## src/rtl/smsg_pkg.sv

```systemverilog
// shared constants and types for the secure messaging session block
package smsg_pkg;

  localparam int            BYTE_W     = 8;
  localparam int            BLK_W      = 128;
  localparam int            BLK_BYTES  = 16;
  localparam int            MSG_W      = 256;
  localparam int            CTR_W      = 16;
  localparam int            TI_W       = 32;
  localparam int            CAP_BYTES  = 6;
  localparam int            CAP_W      = 48;
  localparam int            MACT_W     = 64;
  localparam int            RND_W      = 160;

  localparam logic [15:0]   CTR_CLR    = 16'h0000;
  localparam logic [15:0]   CTR_MAX    = 16'hFFFF;
  localparam logic [15:0]   CTR_STEP   = 16'h0001;
  localparam logic [15:0]   LBL_CMD    = 16'hA55A;
  localparam logic [15:0]   LBL_RSP    = 16'h5AA5;
  localparam logic [63:0]   IV_TAIL    = 64'h0000000000000000;
  localparam logic [7:0]    PAD_MARK   = 8'h80;
  localparam logic [159:0]  RNG_SEED   = 160'h0000000000000000000000000000000000000001;

  // bit positions inside the iv input block
  localparam int            IVB_LBL_HI = 127;
  localparam int            IVB_CTR_HI = 79;

  localparam logic [5:0]    LEN_NONE   = 6'h00;
  localparam logic [5:0]    LEN_ONE    = 6'h10;
  localparam logic [5:0]    LEN_TWO    = 6'h20;

  typedef enum logic [2:0] {
    OP_NONE        = 3'b000,
    OP_FIRST_P1    = 3'b001,
    OP_FOLLOWUP_P1 = 3'b010,
    OP_PART2       = 3'b011,
    OP_SECURED     = 3'b100
  } smsg_op_t;

  typedef enum logic [2:0] {
    RC_OK        = 3'b000,
    RC_MORE      = 3'b001,
    RC_INTEGRITY = 3'b010,
    RC_AUTH_ERR  = 3'b011,
    RC_NO_KEY    = 3'b100,
    RC_PERM      = 3'b101
  } smsg_rc_t;

  typedef enum logic [2:0] {
    ST_IDLE   = 3'b000,
    ST_P1_ENC = 3'b001,
    ST_P2_D0  = 3'b010,
    ST_P2_D1  = 3'b011,
    ST_P2_E0  = 3'b100,
    ST_P2_E1  = 3'b101,
    ST_IV_ENC = 3'b110
  } smsg_state_t;

endpackage

```

## src/rtl/smsg_rng.sv

```systemverilog
// free running pseudo random source for challenges and identifiers
`timescale 1ns/1ns
`default_nettype none
module smsg_rng
  import smsg_pkg::*;
(
  input  wire logic             mclk,
  input  wire logic             nrst,
  output logic [RND_W-1:0]      rnd
);

  logic [RND_W-1:0] lfsr_q;

  // stand-in for a true entropy source; swap for a trng in silicon
  always_ff @(posedge mclk) begin
    if (!nrst) begin
      lfsr_q <= RNG_SEED;
    end else begin
      lfsr_q <= {lfsr_q[RND_W-2:0],
                 lfsr_q[RND_W-1] ^ lfsr_q[RND_W-2] ^ lfsr_q[RND_W-19] ^ lfsr_q[RND_W-20]};
    end
  end

  assign rnd = lfsr_q;

endmodule
`default_nettype wire

```

## src/rtl/smsg_session.sv

```systemverilog
// card side aes secure messaging session controller
// Functional notes
// - fresh random 4-byte identifier, used in macs
// - 16-bit counter cleared on first auth, kept
// - counter serialised least significant byte first
// - card checks mac, increments before responding
// - command uses old count, response new count
// - counter at FFFFh treated as mac failure when cmd_keeps_auth is set
// - chained frames count as one command
// - cmac truncated to even-numbered output bytes
// - data ciphered with aes-128 cbc, session key
// - pad 80h then zeros, never in auth
// - iv is ecb of label, identifier, counter, zeros
// - handshake encryption uses all-zero iv
// - part one: check key, challenge, clear, identifier
// - non part-two command aborts pending handshake
// - longer reader messages accepted if length ok
// - verify rotated challenge, answer with caps echo
// - reader capabilities cut or zero-extended to six
// - success authenticates; failure or origin key does not
// - followup auth needs active session unless origin
// - followup keeps identifier and counter, no caps
// - bad mac: integrity_fail_code, no mac, drop auth
// - mac inputs carry counter then identifier
`timescale 1ns/1ns
`default_nettype none
module smsg_session
  import smsg_pkg::*;
(
  input  wire logic               mclk,
  input  wire logic               nrst,
  input  wire logic               cmd_valid,
  output logic                    cmd_ready,
  input  wire smsg_op_t           cmd_op,
  input  wire logic               cmd_key_exists,
  input  wire logic               cmd_key_origin,
  input  wire logic               cmd_length_capability_field_ok,
  input  wire logic               cmd_mac_ok,
  input  wire logic               cmd_keeps_auth,
  input  wire logic               cmd_last,
  input  wire logic [MSG_W-1:0]   cmd_data,
  input  wire logic [CAP_W-1:0]   reader_capability_field,
  input  wire logic [3:0]         reader_cap_len,
  input  wire logic [CAP_W-1:0]   card_capability_field,
  output logic                    rsp_valid,
  output smsg_rc_t                rsp_rc,
  output logic [MSG_W-1:0]        rsp_data,
  output logic [5:0]              rsp_len,
  input  wire logic               iv_req,
  input  wire logic               iv_for_rsp,
  output logic                    iv_ready,
  output logic                    iv_valid,
  output logic [BLK_W-1:0]        iv_out,
  output logic                    cph_start,
  output logic                    cph_decrypt,
  output logic                    cph_session_key,
  output logic [BLK_W-1:0]        cph_blk_in,
  input  wire logic               cph_done,
  input  wire logic [BLK_W-1:0]   cph_dout,
  input  wire logic [BLK_W-1:0]   mac_full_in,
  output logic [MACT_W-1:0]       mac_trunc,
  input  wire logic [BLK_W-1:0]   pad_in,
  input  wire logic [4:0]         pad_cnt,
  output logic [BLK_W-1:0]        pad_out,
  output logic [CTR_W+TI_W-1:0]   mac_ctr_ti,
  output logic                    authenticated,
  output logic                    auth_pending,
  output logic [CTR_W-1:0]        command_counter,
  output logic [TI_W-1:0]         transaction_identifier
);

  ////////////////////////////////////////////////////////////////////////////
  function automatic logic [BLK_W-1:0] rotl(input logic [BLK_W-1:0] x);
    return {x[BLK_W-BYTE_W-1:0], x[BLK_W-1 -: BYTE_W]};
  endfunction

  function automatic logic [CAP_W-1:0] cap_fit(input logic [CAP_W-1:0] c, input logic [3:0] n);
    logic [CAP_W-1:0] r;
    r = '0;
    for (int i = 0; i < CAP_BYTES; i++) begin
      if (i < int'(n)) begin
        r[CAP_W-1-BYTE_W*i -: BYTE_W] = c[CAP_W-1-BYTE_W*i -: BYTE_W];
      end
    end
    return r;
  endfunction

  ////////////////////////////////////////////////////////////////////////////
  smsg_state_t        state_q;
  logic               cph_wait_q;
  logic               auth_q;
  logic               pend_q;
  logic               pend_first_q;
  logic               pend_origin_q;
  logic [CTR_W-1:0]   ctr_q;
  logic [TI_W-1:0]    ti_q;
  logic [BLK_W-1:0]   chal_q;
  logic [BLK_W-1:0]   rdr_q;
  logic [MSG_W-1:0]   msg_q;
  logic [CAP_W-1:0]   rcap_q;
  logic [BLK_W-1:0]   blk_q;
  logic               rsp_valid_q;
  smsg_rc_t           rsp_rc_q;
  logic [MSG_W-1:0]   rsp_data_q;
  logic [5:0]         rsp_len_q;
  logic               iv_valid_q;
  logic [BLK_W-1:0]   iv_q;
  logic [MACT_W-1:0]  mac_trunc_q;
  logic [BLK_W-1:0]   pad_q;
  logic [RND_W-1:0]   rnd;

  smsg_rng u_rng (
    .mclk (mclk),
    .nrst (nrst),
    .rnd  (rnd)
  );

  ////////////////////////////////////////////////////////////////////////////
  logic take, done, first_ok, nf_ok, p2_ok, sec_last, sec_bad, sec_ok, chal_match;
  logic hs_fail, abort, finish, ev_deauth, ev_auth_set, iv_take;

  assign take       = cmd_valid && (state_q == ST_IDLE);
  assign done       = cph_done && cph_wait_q;
  assign first_ok   = take && (cmd_op == OP_FIRST_P1) && cmd_key_exists && cmd_length_capability_field_ok;
  assign nf_ok      = take && (cmd_op == OP_FOLLOWUP_P1) && cmd_key_exists
                      && (auth_q || cmd_key_origin);
  assign p2_ok      = take && (cmd_op == OP_PART2) && pend_q && cmd_length_capability_field_ok;
  assign sec_last   = take && (cmd_op == OP_SECURED) && cmd_last;
  assign sec_bad    = sec_last && (!auth_q || !cmd_mac_ok
                      || ((ctr_q == CTR_MAX) && cmd_keeps_auth));
  assign sec_ok     = sec_last && !sec_bad;
  assign chal_match = ((cph_dout ^ msg_q[MSG_W-1 -: BLK_W]) == rotl(chal_q));
  assign abort      = take && pend_q && (cmd_op != OP_PART2);
  assign hs_fail    = (take && (((cmd_op == OP_FIRST_P1) && !first_ok)
                      || ((cmd_op == OP_FOLLOWUP_P1) && !nf_ok)
                      || ((cmd_op == OP_PART2) && !p2_ok)))
                      || ((state_q == ST_P2_D1) && done && !chal_match);
  assign finish     = done && (((state_q == ST_P2_E0) && !pend_first_q) || (state_q == ST_P2_E1));
  assign ev_auth_set = finish && !pend_origin_q;
  assign ev_deauth  = hs_fail || abort || sec_bad || first_ok || (finish && pend_origin_q);
  assign iv_take    = iv_req && (state_q == ST_IDLE) && !cmd_valid;

  ////////////////////////////////////////////////////////////////////////////
  // command counter: cleared by nrst and by first auth only, one step per good complete command
  always_ff @(posedge mclk) begin
    if (!nrst) begin
      ctr_q <= CTR_CLR;
    end else if (first_ok) begin
      ctr_q <= CTR_CLR;
    end else if (sec_ok) begin
      ctr_q <= ctr_q + CTR_STEP;
    end
  end

  // identifier and challenge drawn together so both come from one rng state
  always_ff @(posedge mclk) begin
    if (!nrst) begin
      ti_q   <= '0;
      chal_q <= '0;
      rcap_q <= '0;
    end else if (first_ok) begin
      ti_q   <= rnd[RND_W-1 -: TI_W];
      chal_q <= rnd[BLK_W-1:0];
      rcap_q <= cap_fit(reader_capability_field, reader_cap_len);
    end else if (nf_ok) begin
      chal_q <= rnd[BLK_W-1:0];
    end
  end

  always_ff @(posedge mclk) begin
    if (!nrst) begin
      auth_q <= 1'b0;
    end else if (ev_auth_set) begin
      auth_q <= 1'b1;
    end else if (ev_deauth) begin
      auth_q <= 1'b0;
    end
  end

  always_ff @(posedge mclk) begin
    if (!nrst) begin
      cph_wait_q <= 1'b0;
    end else if (cph_start) begin
      cph_wait_q <= 1'b1;
    end else if (cph_done) begin
      cph_wait_q <= 1'b0;
    end
  end

  ////////////////////////////////////////////////////////////////////////////
  // handshake sequencer; all handshake blocks chain from a zero iv
  always_ff @(posedge mclk) begin
    if (!nrst) begin
      state_q       <= ST_IDLE;
      pend_q        <= 1'b0;
      pend_first_q  <= 1'b0;
      pend_origin_q <= 1'b0;
      blk_q         <= '0;
      rdr_q         <= '0;
      msg_q         <= '0;
      rsp_valid_q   <= 1'b0;
      rsp_rc_q      <= RC_OK;
      rsp_data_q    <= '0;
      rsp_len_q     <= LEN_NONE;
      iv_valid_q    <= 1'b0;
      iv_q          <= '0;
    end else begin
      rsp_valid_q <= 1'b0;
      iv_valid_q  <= 1'b0;
      case (state_q)
        ST_IDLE: begin
          if (take) begin
            if (abort) begin
              pend_q <= 1'b0;
            end
            rsp_data_q <= '0;
            rsp_len_q  <= LEN_NONE;
            case (cmd_op)
              OP_FIRST_P1, OP_FOLLOWUP_P1: begin
                if (first_ok || nf_ok) begin
                  pend_first_q  <= (cmd_op == OP_FIRST_P1);
                  pend_origin_q <= cmd_key_origin;
                  blk_q         <= rnd[BLK_W-1:0];
                  state_q       <= ST_P1_ENC;
                end else begin
                  rsp_valid_q <= 1'b1;
                  rsp_rc_q    <= cmd_key_exists ? RC_AUTH_ERR : RC_NO_KEY;
                end
              end
              OP_PART2: begin
                if (p2_ok) begin
                  msg_q   <= cmd_data;
                  blk_q   <= cmd_data[MSG_W-1 -: BLK_W];
                  state_q <= ST_P2_D0;
                end else begin
                  pend_q      <= 1'b0;
                  rsp_valid_q <= 1'b1;
                  rsp_rc_q    <= RC_AUTH_ERR;
                end
              end
              OP_SECURED: begin
                rsp_valid_q <= 1'b1;
                if (!cmd_last) begin
                  rsp_rc_q <= RC_MORE;
                end else if (!auth_q) begin
                  rsp_rc_q <= RC_PERM;
                end else begin
                  rsp_rc_q <= sec_bad ? RC_INTEGRITY : RC_OK;
                end
              end
              default: begin
                rsp_valid_q <= 1'b1;
                rsp_rc_q    <= RC_PERM;
              end
            endcase
          end else if (iv_take) begin
            blk_q   <= {(iv_for_rsp ? LBL_RSP : LBL_CMD), ti_q, ctr_q[7:0], ctr_q[15:8], IV_TAIL};
            state_q <= ST_IV_ENC;
          end
        end
        ST_P1_ENC: begin
          if (done) begin
            rsp_valid_q <= 1'b1;
            rsp_rc_q    <= RC_MORE;
            rsp_data_q  <= {cph_dout, {BLK_W{1'b0}}};
            rsp_len_q   <= LEN_ONE;
            pend_q      <= 1'b1;
            state_q     <= ST_IDLE;
          end
        end
        ST_P2_D0: begin
          if (done) begin
            rdr_q   <= cph_dout;
            blk_q   <= msg_q[BLK_W-1:0];
            state_q <= ST_P2_D1;
          end
        end
        ST_P2_D1: begin
          if (done) begin
            if (chal_match) begin
              blk_q   <= rotl(rdr_q);
              state_q <= ST_P2_E0;
            end else begin
              pend_q      <= 1'b0;
              rsp_valid_q <= 1'b1;
              rsp_rc_q    <= RC_AUTH_ERR;
              state_q     <= ST_IDLE;
            end
          end
        end
        ST_P2_E0: begin
          if (done) begin
            rsp_data_q[MSG_W-1 -: BLK_W] <= cph_dout;
            if (pend_first_q) begin
              blk_q   <= {ti_q, card_capability_field, rcap_q} ^ cph_dout;
              state_q <= ST_P2_E1;
            end else begin
              pend_q      <= 1'b0;
              rsp_valid_q <= 1'b1;
              rsp_rc_q    <= RC_OK;
              rsp_len_q   <= LEN_ONE;
              state_q     <= ST_IDLE;
            end
          end
        end
        ST_P2_E1: begin
          if (done) begin
            rsp_data_q[BLK_W-1:0] <= cph_dout;
            pend_q      <= 1'b0;
            rsp_valid_q <= 1'b1;
            rsp_rc_q    <= RC_OK;
            rsp_len_q   <= LEN_TWO;
            state_q     <= ST_IDLE;
          end
        end
        ST_IV_ENC: begin
          if (done) begin
            iv_q       <= cph_dout;
            iv_valid_q <= 1'b1;
            state_q    <= ST_IDLE;
          end
        end
        default: begin
          state_q <= ST_IDLE;
        end
      endcase
    end
  end

  ////////////////////////////////////////////////////////////////////////////
  // mac truncation and padding helpers for the outer mac and cbc datapath
  always_ff @(posedge mclk) begin
    if (!nrst) begin
      mac_trunc_q <= '0;
    end else begin
      for (int i = 0; i < MACT_W / BYTE_W; i++) begin
        mac_trunc_q[MACT_W-1-BYTE_W*i -: BYTE_W] <= mac_full_in[BLK_W-1-2*BYTE_W*i -: BYTE_W];
      end
    end
  end

  // pad_cnt of 16 means an aligned tail: the caller then sends a full extra block
  always_ff @(posedge mclk) begin
    if (!nrst) begin
      pad_q <= '0;
    end else begin
      for (int i = 0; i < BLK_BYTES; i++) begin
        if (i < int'(pad_cnt)) begin
          pad_q[BLK_W-1-BYTE_W*i -: BYTE_W] <= pad_in[BLK_W-1-BYTE_W*i -: BYTE_W];
        end else if (i == int'(pad_cnt)) begin
          pad_q[BLK_W-1-BYTE_W*i -: BYTE_W] <= PAD_MARK;
        end else begin
          pad_q[BLK_W-1-BYTE_W*i -: BYTE_W] <= 8'h00;
        end
      end
    end
  end

  ////////////////////////////////////////////////////////////////////////////
  assign cmd_ready       = (state_q == ST_IDLE);
  assign iv_ready        = (state_q == ST_IDLE) && !cmd_valid;
  assign cph_start       = (state_q != ST_IDLE) && !cph_wait_q;
  assign cph_decrypt     = (state_q == ST_P2_D0) || (state_q == ST_P2_D1);
  assign cph_session_key = (state_q == ST_IV_ENC);
  assign cph_blk_in      = blk_q;
  assign rsp_valid       = rsp_valid_q;
  assign rsp_rc          = rsp_rc_q;
  assign rsp_data        = rsp_data_q;
  assign rsp_len         = rsp_len_q;
  assign iv_valid        = iv_valid_q;
  assign iv_out          = iv_q;
  assign mac_trunc       = mac_trunc_q;
  assign pad_out         = pad_q;
  assign mac_ctr_ti      = {ctr_q[7:0], ctr_q[15:8], ti_q};
  assign authenticated   = auth_q;
  assign auth_pending    = pend_q;
  assign command_counter = ctr_q;
  assign transaction_identifier = ti_q;

  ////////////////////////////////////////////////////////////////////////////
  AST_CTR_CLEAR: assert property (@(posedge mclk) disable iff (!nrst)
    first_ok |=> (ctr_q == CTR_CLR) && (ti_q == $past(rnd[RND_W-1 -: TI_W])))
    else $error("counter not cleared on first auth");
  AST_CTR_INC: assert property (@(posedge mclk) disable iff (!nrst)
    sec_ok |=> (ctr_q == $past(ctr_q) + CTR_STEP) && rsp_valid && (rsp_rc == RC_OK))
    else $error("counter not stepped on good command");
  AST_CHAIN_HOLD: assert property (@(posedge mclk) disable iff (!nrst)
    (take && (cmd_op == OP_SECURED) && !cmd_last) |=> $stable(ctr_q) && (rsp_rc == RC_MORE))
    else $error("chained frame moved counter");
  AST_MAX_REJ: assert property (@(posedge mclk) disable iff (!nrst)
    (sec_last && auth_q && (ctr_q == CTR_MAX) && cmd_keeps_auth)
      |=> !auth_q && (rsp_rc == RC_INTEGRITY) && (ctr_q == CTR_MAX))
    else $error("counter at max not rejected");
  AST_MAC_FAIL: assert property (@(posedge mclk) disable iff (!nrst)
    (sec_last && auth_q && !cmd_mac_ok) |=> !auth_q && rsp_valid && (rsp_len == LEN_NONE))
    else $error("bad mac kept session");
  AST_ABORT: assert property (@(posedge mclk) disable iff (!nrst)
    abort |=> !pend_q ##1 !authenticated)
    else $error("pending handshake not aborted");
  AST_NF_REJ: assert property (@(posedge mclk) disable iff (!nrst)
    (take && (cmd_op == OP_FOLLOWUP_P1) && !auth_q && !cmd_key_origin)
      |=> rsp_valid && (rsp_rc != RC_MORE) && (state_q == ST_IDLE))
    else $error("followup accepted while unauthenticated");
  AST_IV_FMT: assert property (@(posedge mclk) disable iff (!nrst)
    (state_q == ST_IV_ENC) |-> (cph_blk_in[IVB_CTR_HI -: BYTE_W] == ctr_q[7:0])
      && (cph_session_key && !cph_decrypt))
    else $error("iv block malformed");
  AST_ORIGIN: assert property (@(posedge mclk) disable iff (!nrst)
    (finish && pend_origin_q) |=> !auth_q && (rsp_rc == RC_OK))
    else $error("origin key left session active");
  AST_TRUNC: assert property (@(posedge mclk) disable iff (!nrst)
    ##1 1'b1 |-> (mac_trunc[MACT_W-1 -: BYTE_W] == $past(mac_full_in[BLK_W-1 -: BYTE_W])))
    else $error("mac truncation wrong byte");

endmodule
`default_nettype wire

```

## config.mk

```make
export PLATFORM = sky130hd
export DESIGN_NAME = smsg_session
export DESIGN_NICKNAME = d
export VERILOG_FILES = /design/src/rtl/smsg_pkg.sv /design/src/rtl/smsg_rng.sv /design/src/rtl/smsg_session.sv
export SDC_FILE = /design/constraint.sdc
export NUM_CORES = 2
export LEC_CHECK = 0
export BUFFER_PORTS_ARGS = -buffer_cell sky130_fd_sc_hd__buf_2
export CORE_AREA = 4 4 621 623
export CTS_CLUSTER_SIZE = 40
export DETAILED_ROUTE_END_ITERATION = 8
export DIE_AREA = 0 0 625 627
export GPL_TIMING_DRIVEN = 0
export PLACE_DENSITY_LB_ADDON = 0.05
export SLEW_MARGIN = 20
export SYNTH_ARGS = -nofsm -noshare
export SYNTH_HDL_FRONTEND = slang
export SYNTH_HIERARCHICAL = 1
export SYNTH_SLANG_ARGS = --single-unit
```

## constraint.sdc

```tcl
create_clock -name mclk -period 4.1 [get_ports mclk]
set_clock_uncertainty 0.15 [all_clocks]
set_input_delay 0.41 -clock mclk [delete_from_list [all_inputs] [get_ports mclk]]
set_output_delay 0.41 -clock mclk [all_outputs]
set_load 0.03 [all_outputs]
```

==> results.py <==
metrics = {
    "critical_path": {
        "start_kind": "flip-flop",
        "cp-end-kind": "output pin",
        "critPathMaxFanout": 10,
        "crit_arrival_ns": 3.45,
        "path_class": "reg -> out",
        "critPathRequiredTime_ns": 3.54,
    },
    "route": {
        "drtPass1Iterations": 6,
        "avgViaCountPerCell": 4.120,
        "drtIter0Drc": 2974,
        "num_vias": 59557,
        "drt_wl_total_um": 438800,
        "wl_per_cell_um": 30.36,
        "ant_nets": 0,
        "drc": 0,
    },
    "final_layout": {
        "nets": 9973,
        "layout-drive-gt1-share_pct": 22.06,
        "synthToLayoutAreaGrowth_pct": 48.25,
        "fillCellCount": 42205,
        "fin_area_mm2": 0.08793,
    },
    "synthesis": {
        "ys_top_cells_by_area": "dfxtp_1, nand2_1, a21oi_1",
        "synth_most_common_cell": "nand2_1",
        "synthArstFlopShare_pct": 0,
        "yosys_register_bits": 1487,
        "ys_types": 62,
        "avgSynthCellArea_um2": 8.710,
        "yosys_warnings": 6,
        "synth-seq-area-share_pct": 50.19,
        "synth_area_leader_cell": "dfxtp_1",
        "synth_edf_count": 0,
        "synth.cell_area_mm2": 0.05931,
        "synthCells": 6810,
        "synth_top_area_share_pct": 50.19,
        "synth_common_cells": "nand2_1, dfxtp_1, a21oi_1, clkbuf_1, nand3_1",
        "synthFlopType": "dfxtp_1",
    },
    "placed_design": {
        "gp_congestion": 0.8573,
        "dp_hpwl_um": 357400,
        "portBuffers": 1449,
        "dpl_cell_area_mm2": 0.07399,
    },
    "grt": {
        "overflow": 0,
        "grt_use_total_pct": 21.43,
        "antenna_found_initial": 134,
        "grt_max_degree": 15,
        "grt_first_pass_wirelength_um": 571300,
        "grt_pass1_vias": 60882,
    },
    "sta": {
        "period_needed_ns": 4.011,
        "final.period_utilization_pct": 97.82,
        "hold_violations": 0,
        "rsz0062_at_grt": "no",
        "setup_violations": 0,
        "holdWs_ns": 0.06378,
        "relSlewSlack_pct": 19.05,
        "fmax_mhz": 249.3,
        "tightest_slew_ns": 1.214,
        "slew_violations": 0,
    },
    "floorplanning": {
        "rows": 227,
        "die_y_um": 627,
        "start_util_pct": 15.57,
        "io-pin-count": 1578,
        "fp.dieW_um": 625,
        "die-area_mm2": 0.3919,
        "core-area_mm2": 0.3809,
    },
    "cts": {
        "cts_root_buf": "clkbuf_16",
        "clk_transition_reported_paths_ns": 0.06,
        "htree_levels": 4,
        "clk_path_buf_depth": 4,
        "cts.sinks": 1487,
        "insertion_delay_ns": 0.90,
        "cts_tree": "done",
        "cts_buffers": 204,
    },
    "status": {
        "status": "completed",
    },
    "power_and_ir_drop": {
        "power.total_mw": 48.87,
        "ir_worst_vdd_mv": 0.3529,
        "p_leak_nw": 34.79,
        "power.density_mw_per_mm2": 555.8,
    },
    "run": {
        "cap_violations": 0,
    },
    "hold_path": {
        "hold_path.class": "in -> reg",
    },
}
-- path summary, 6_finish.rpt --
kind         slack (ns)  depth (start not counted)     startpoint       endpoint
min                0.06                          3     pad_cnt[1]    pad_out[95]
max reg2reg        0.20                          8     state_q[2]     rcap_q[47]
max                0.09                          5     state_q[1]    cph_decrypt
min reg2reg        0.30                          2  rsp_data[170]  rsp_data[170]
-- per-stage QoR --
stage	std cells	TNS (ns)	worst slack, ns	utilization (%)
floorplan	6813	0	1.442	-
global placement	13300	-2181.57	-3.683	19.13
detailed placement	13345	-359.42	-2.415	19.43
CTS	14403	0	0.002813	23.05
global route	14425	0	0.004418	23.07
finish	14454	0	0.08930	23.09
-- power breakdown --
group	total (mW)	switching [mW]	internal, mW
clock	18.4	7.51	10.9
sequential	15.7	0.422	15.3
combinational	14.7	10.6	4.10
-- sequential cells by signal (all words and copies together) (netlist names), 32 cells and up --
| register | flops |
|---|---|
| chal_q | 128 |
| cph_blk_in | 128 |
| iv_out | 128 |
| mac_trunc | 64 |
| msg_q | 256 |
| pad_out | 128 |
| rcap_q | 48 |
| rdr_q | 128 |
| rsp_data | 256 |
| transaction_identifier | 32 |
| u_rng/rnd | 160 |
-- routing by layer --
metal	GRT usage, %	part of all wire, %	wire, um
met5	0	0.081	357
met4	6.081	3.3	14400
met3	3.642	5.1	22290
met2	39.20	51	223000
met1	25.52	41	178700
-- final cells by class --
| type | instances | area, um2 | share of cell area (%) |
|---|---|---|---|
| inverter | 10 | 37.54 | 0.04269 |
| tap | 5038 | 6304 | 7.169 |
| timing repair buffer | 2193 | 15170 | 17.25 |
| antenna | 51 | 127.6 | 0.1451 |
| clock buffer | 312 | 6093 | 6.930 |
| buffer | 650 | 2992 | 3.402 |
| clock inverter | 47 | 653.1 | 0.7428 |
| sequential | 1487 | 29770 | 33.86 |
| multi-input combinational | 4666 | 26790 | 30.46 |
-- critical path: stages (launching register included) --
cell and delay, ns:
dfxtp_1 0.32, clkbuf_1 0.47, nand2b_1 0.40, inv_1 0.25
clkbuf_1 0.71, buf_2 0.39
-- what timing repair did --
action / CTS / global route
buffers inserted: 3 / 0
hold buffers: 696 / 0
hold endpoints to repair: 1242 / 0
pin swaps: 2 / 0
resized for setup: 24 / 13
endpoints found under the setup margin: 250 / 17
-- cell families (layout without fill, tap and decap cells) --
group | Yosys count | count (layout) | synth area share [%]
and+or+nand+nor | 2588 | 2588 | 19.05
AOI/OAI and AO/OA | 1652 | 1652 | 16.39
DFF | 1487 | 1487 | 50.19
buffers and inverters | 660 | 3212 | 4.850
xor gates and xnor gates | 273 | 273 | 7.001
muxes | 148 | 148 | 2.498
adders and majority gates | 1 | 1 | 0.02109
other | 1 | 55 | 0.006322
-- cells in the final DEF, fill, tap and decap left out, drive strengths merged, types with 70 or more instances in the layout --
cell / netlist / layout
nand3: 342 / 342
and2: 325 / 325
xnor3: 128 / 128
a21oi: 1107 / 1107
o21ai: 86 / 86
a22oi: 115 / 115
nand2: 1732 / 1732
clkbuf: 507 / 821
o211a: 74 / 74
buf: 143 / 1638
xnor2: 70 / 70
xor2: 75 / 75
dlygate4sd3: 0 / 696
dfxtp: 1487 / 1487
mux2i: 148 / 148
(Power assumes the default switching activity.)
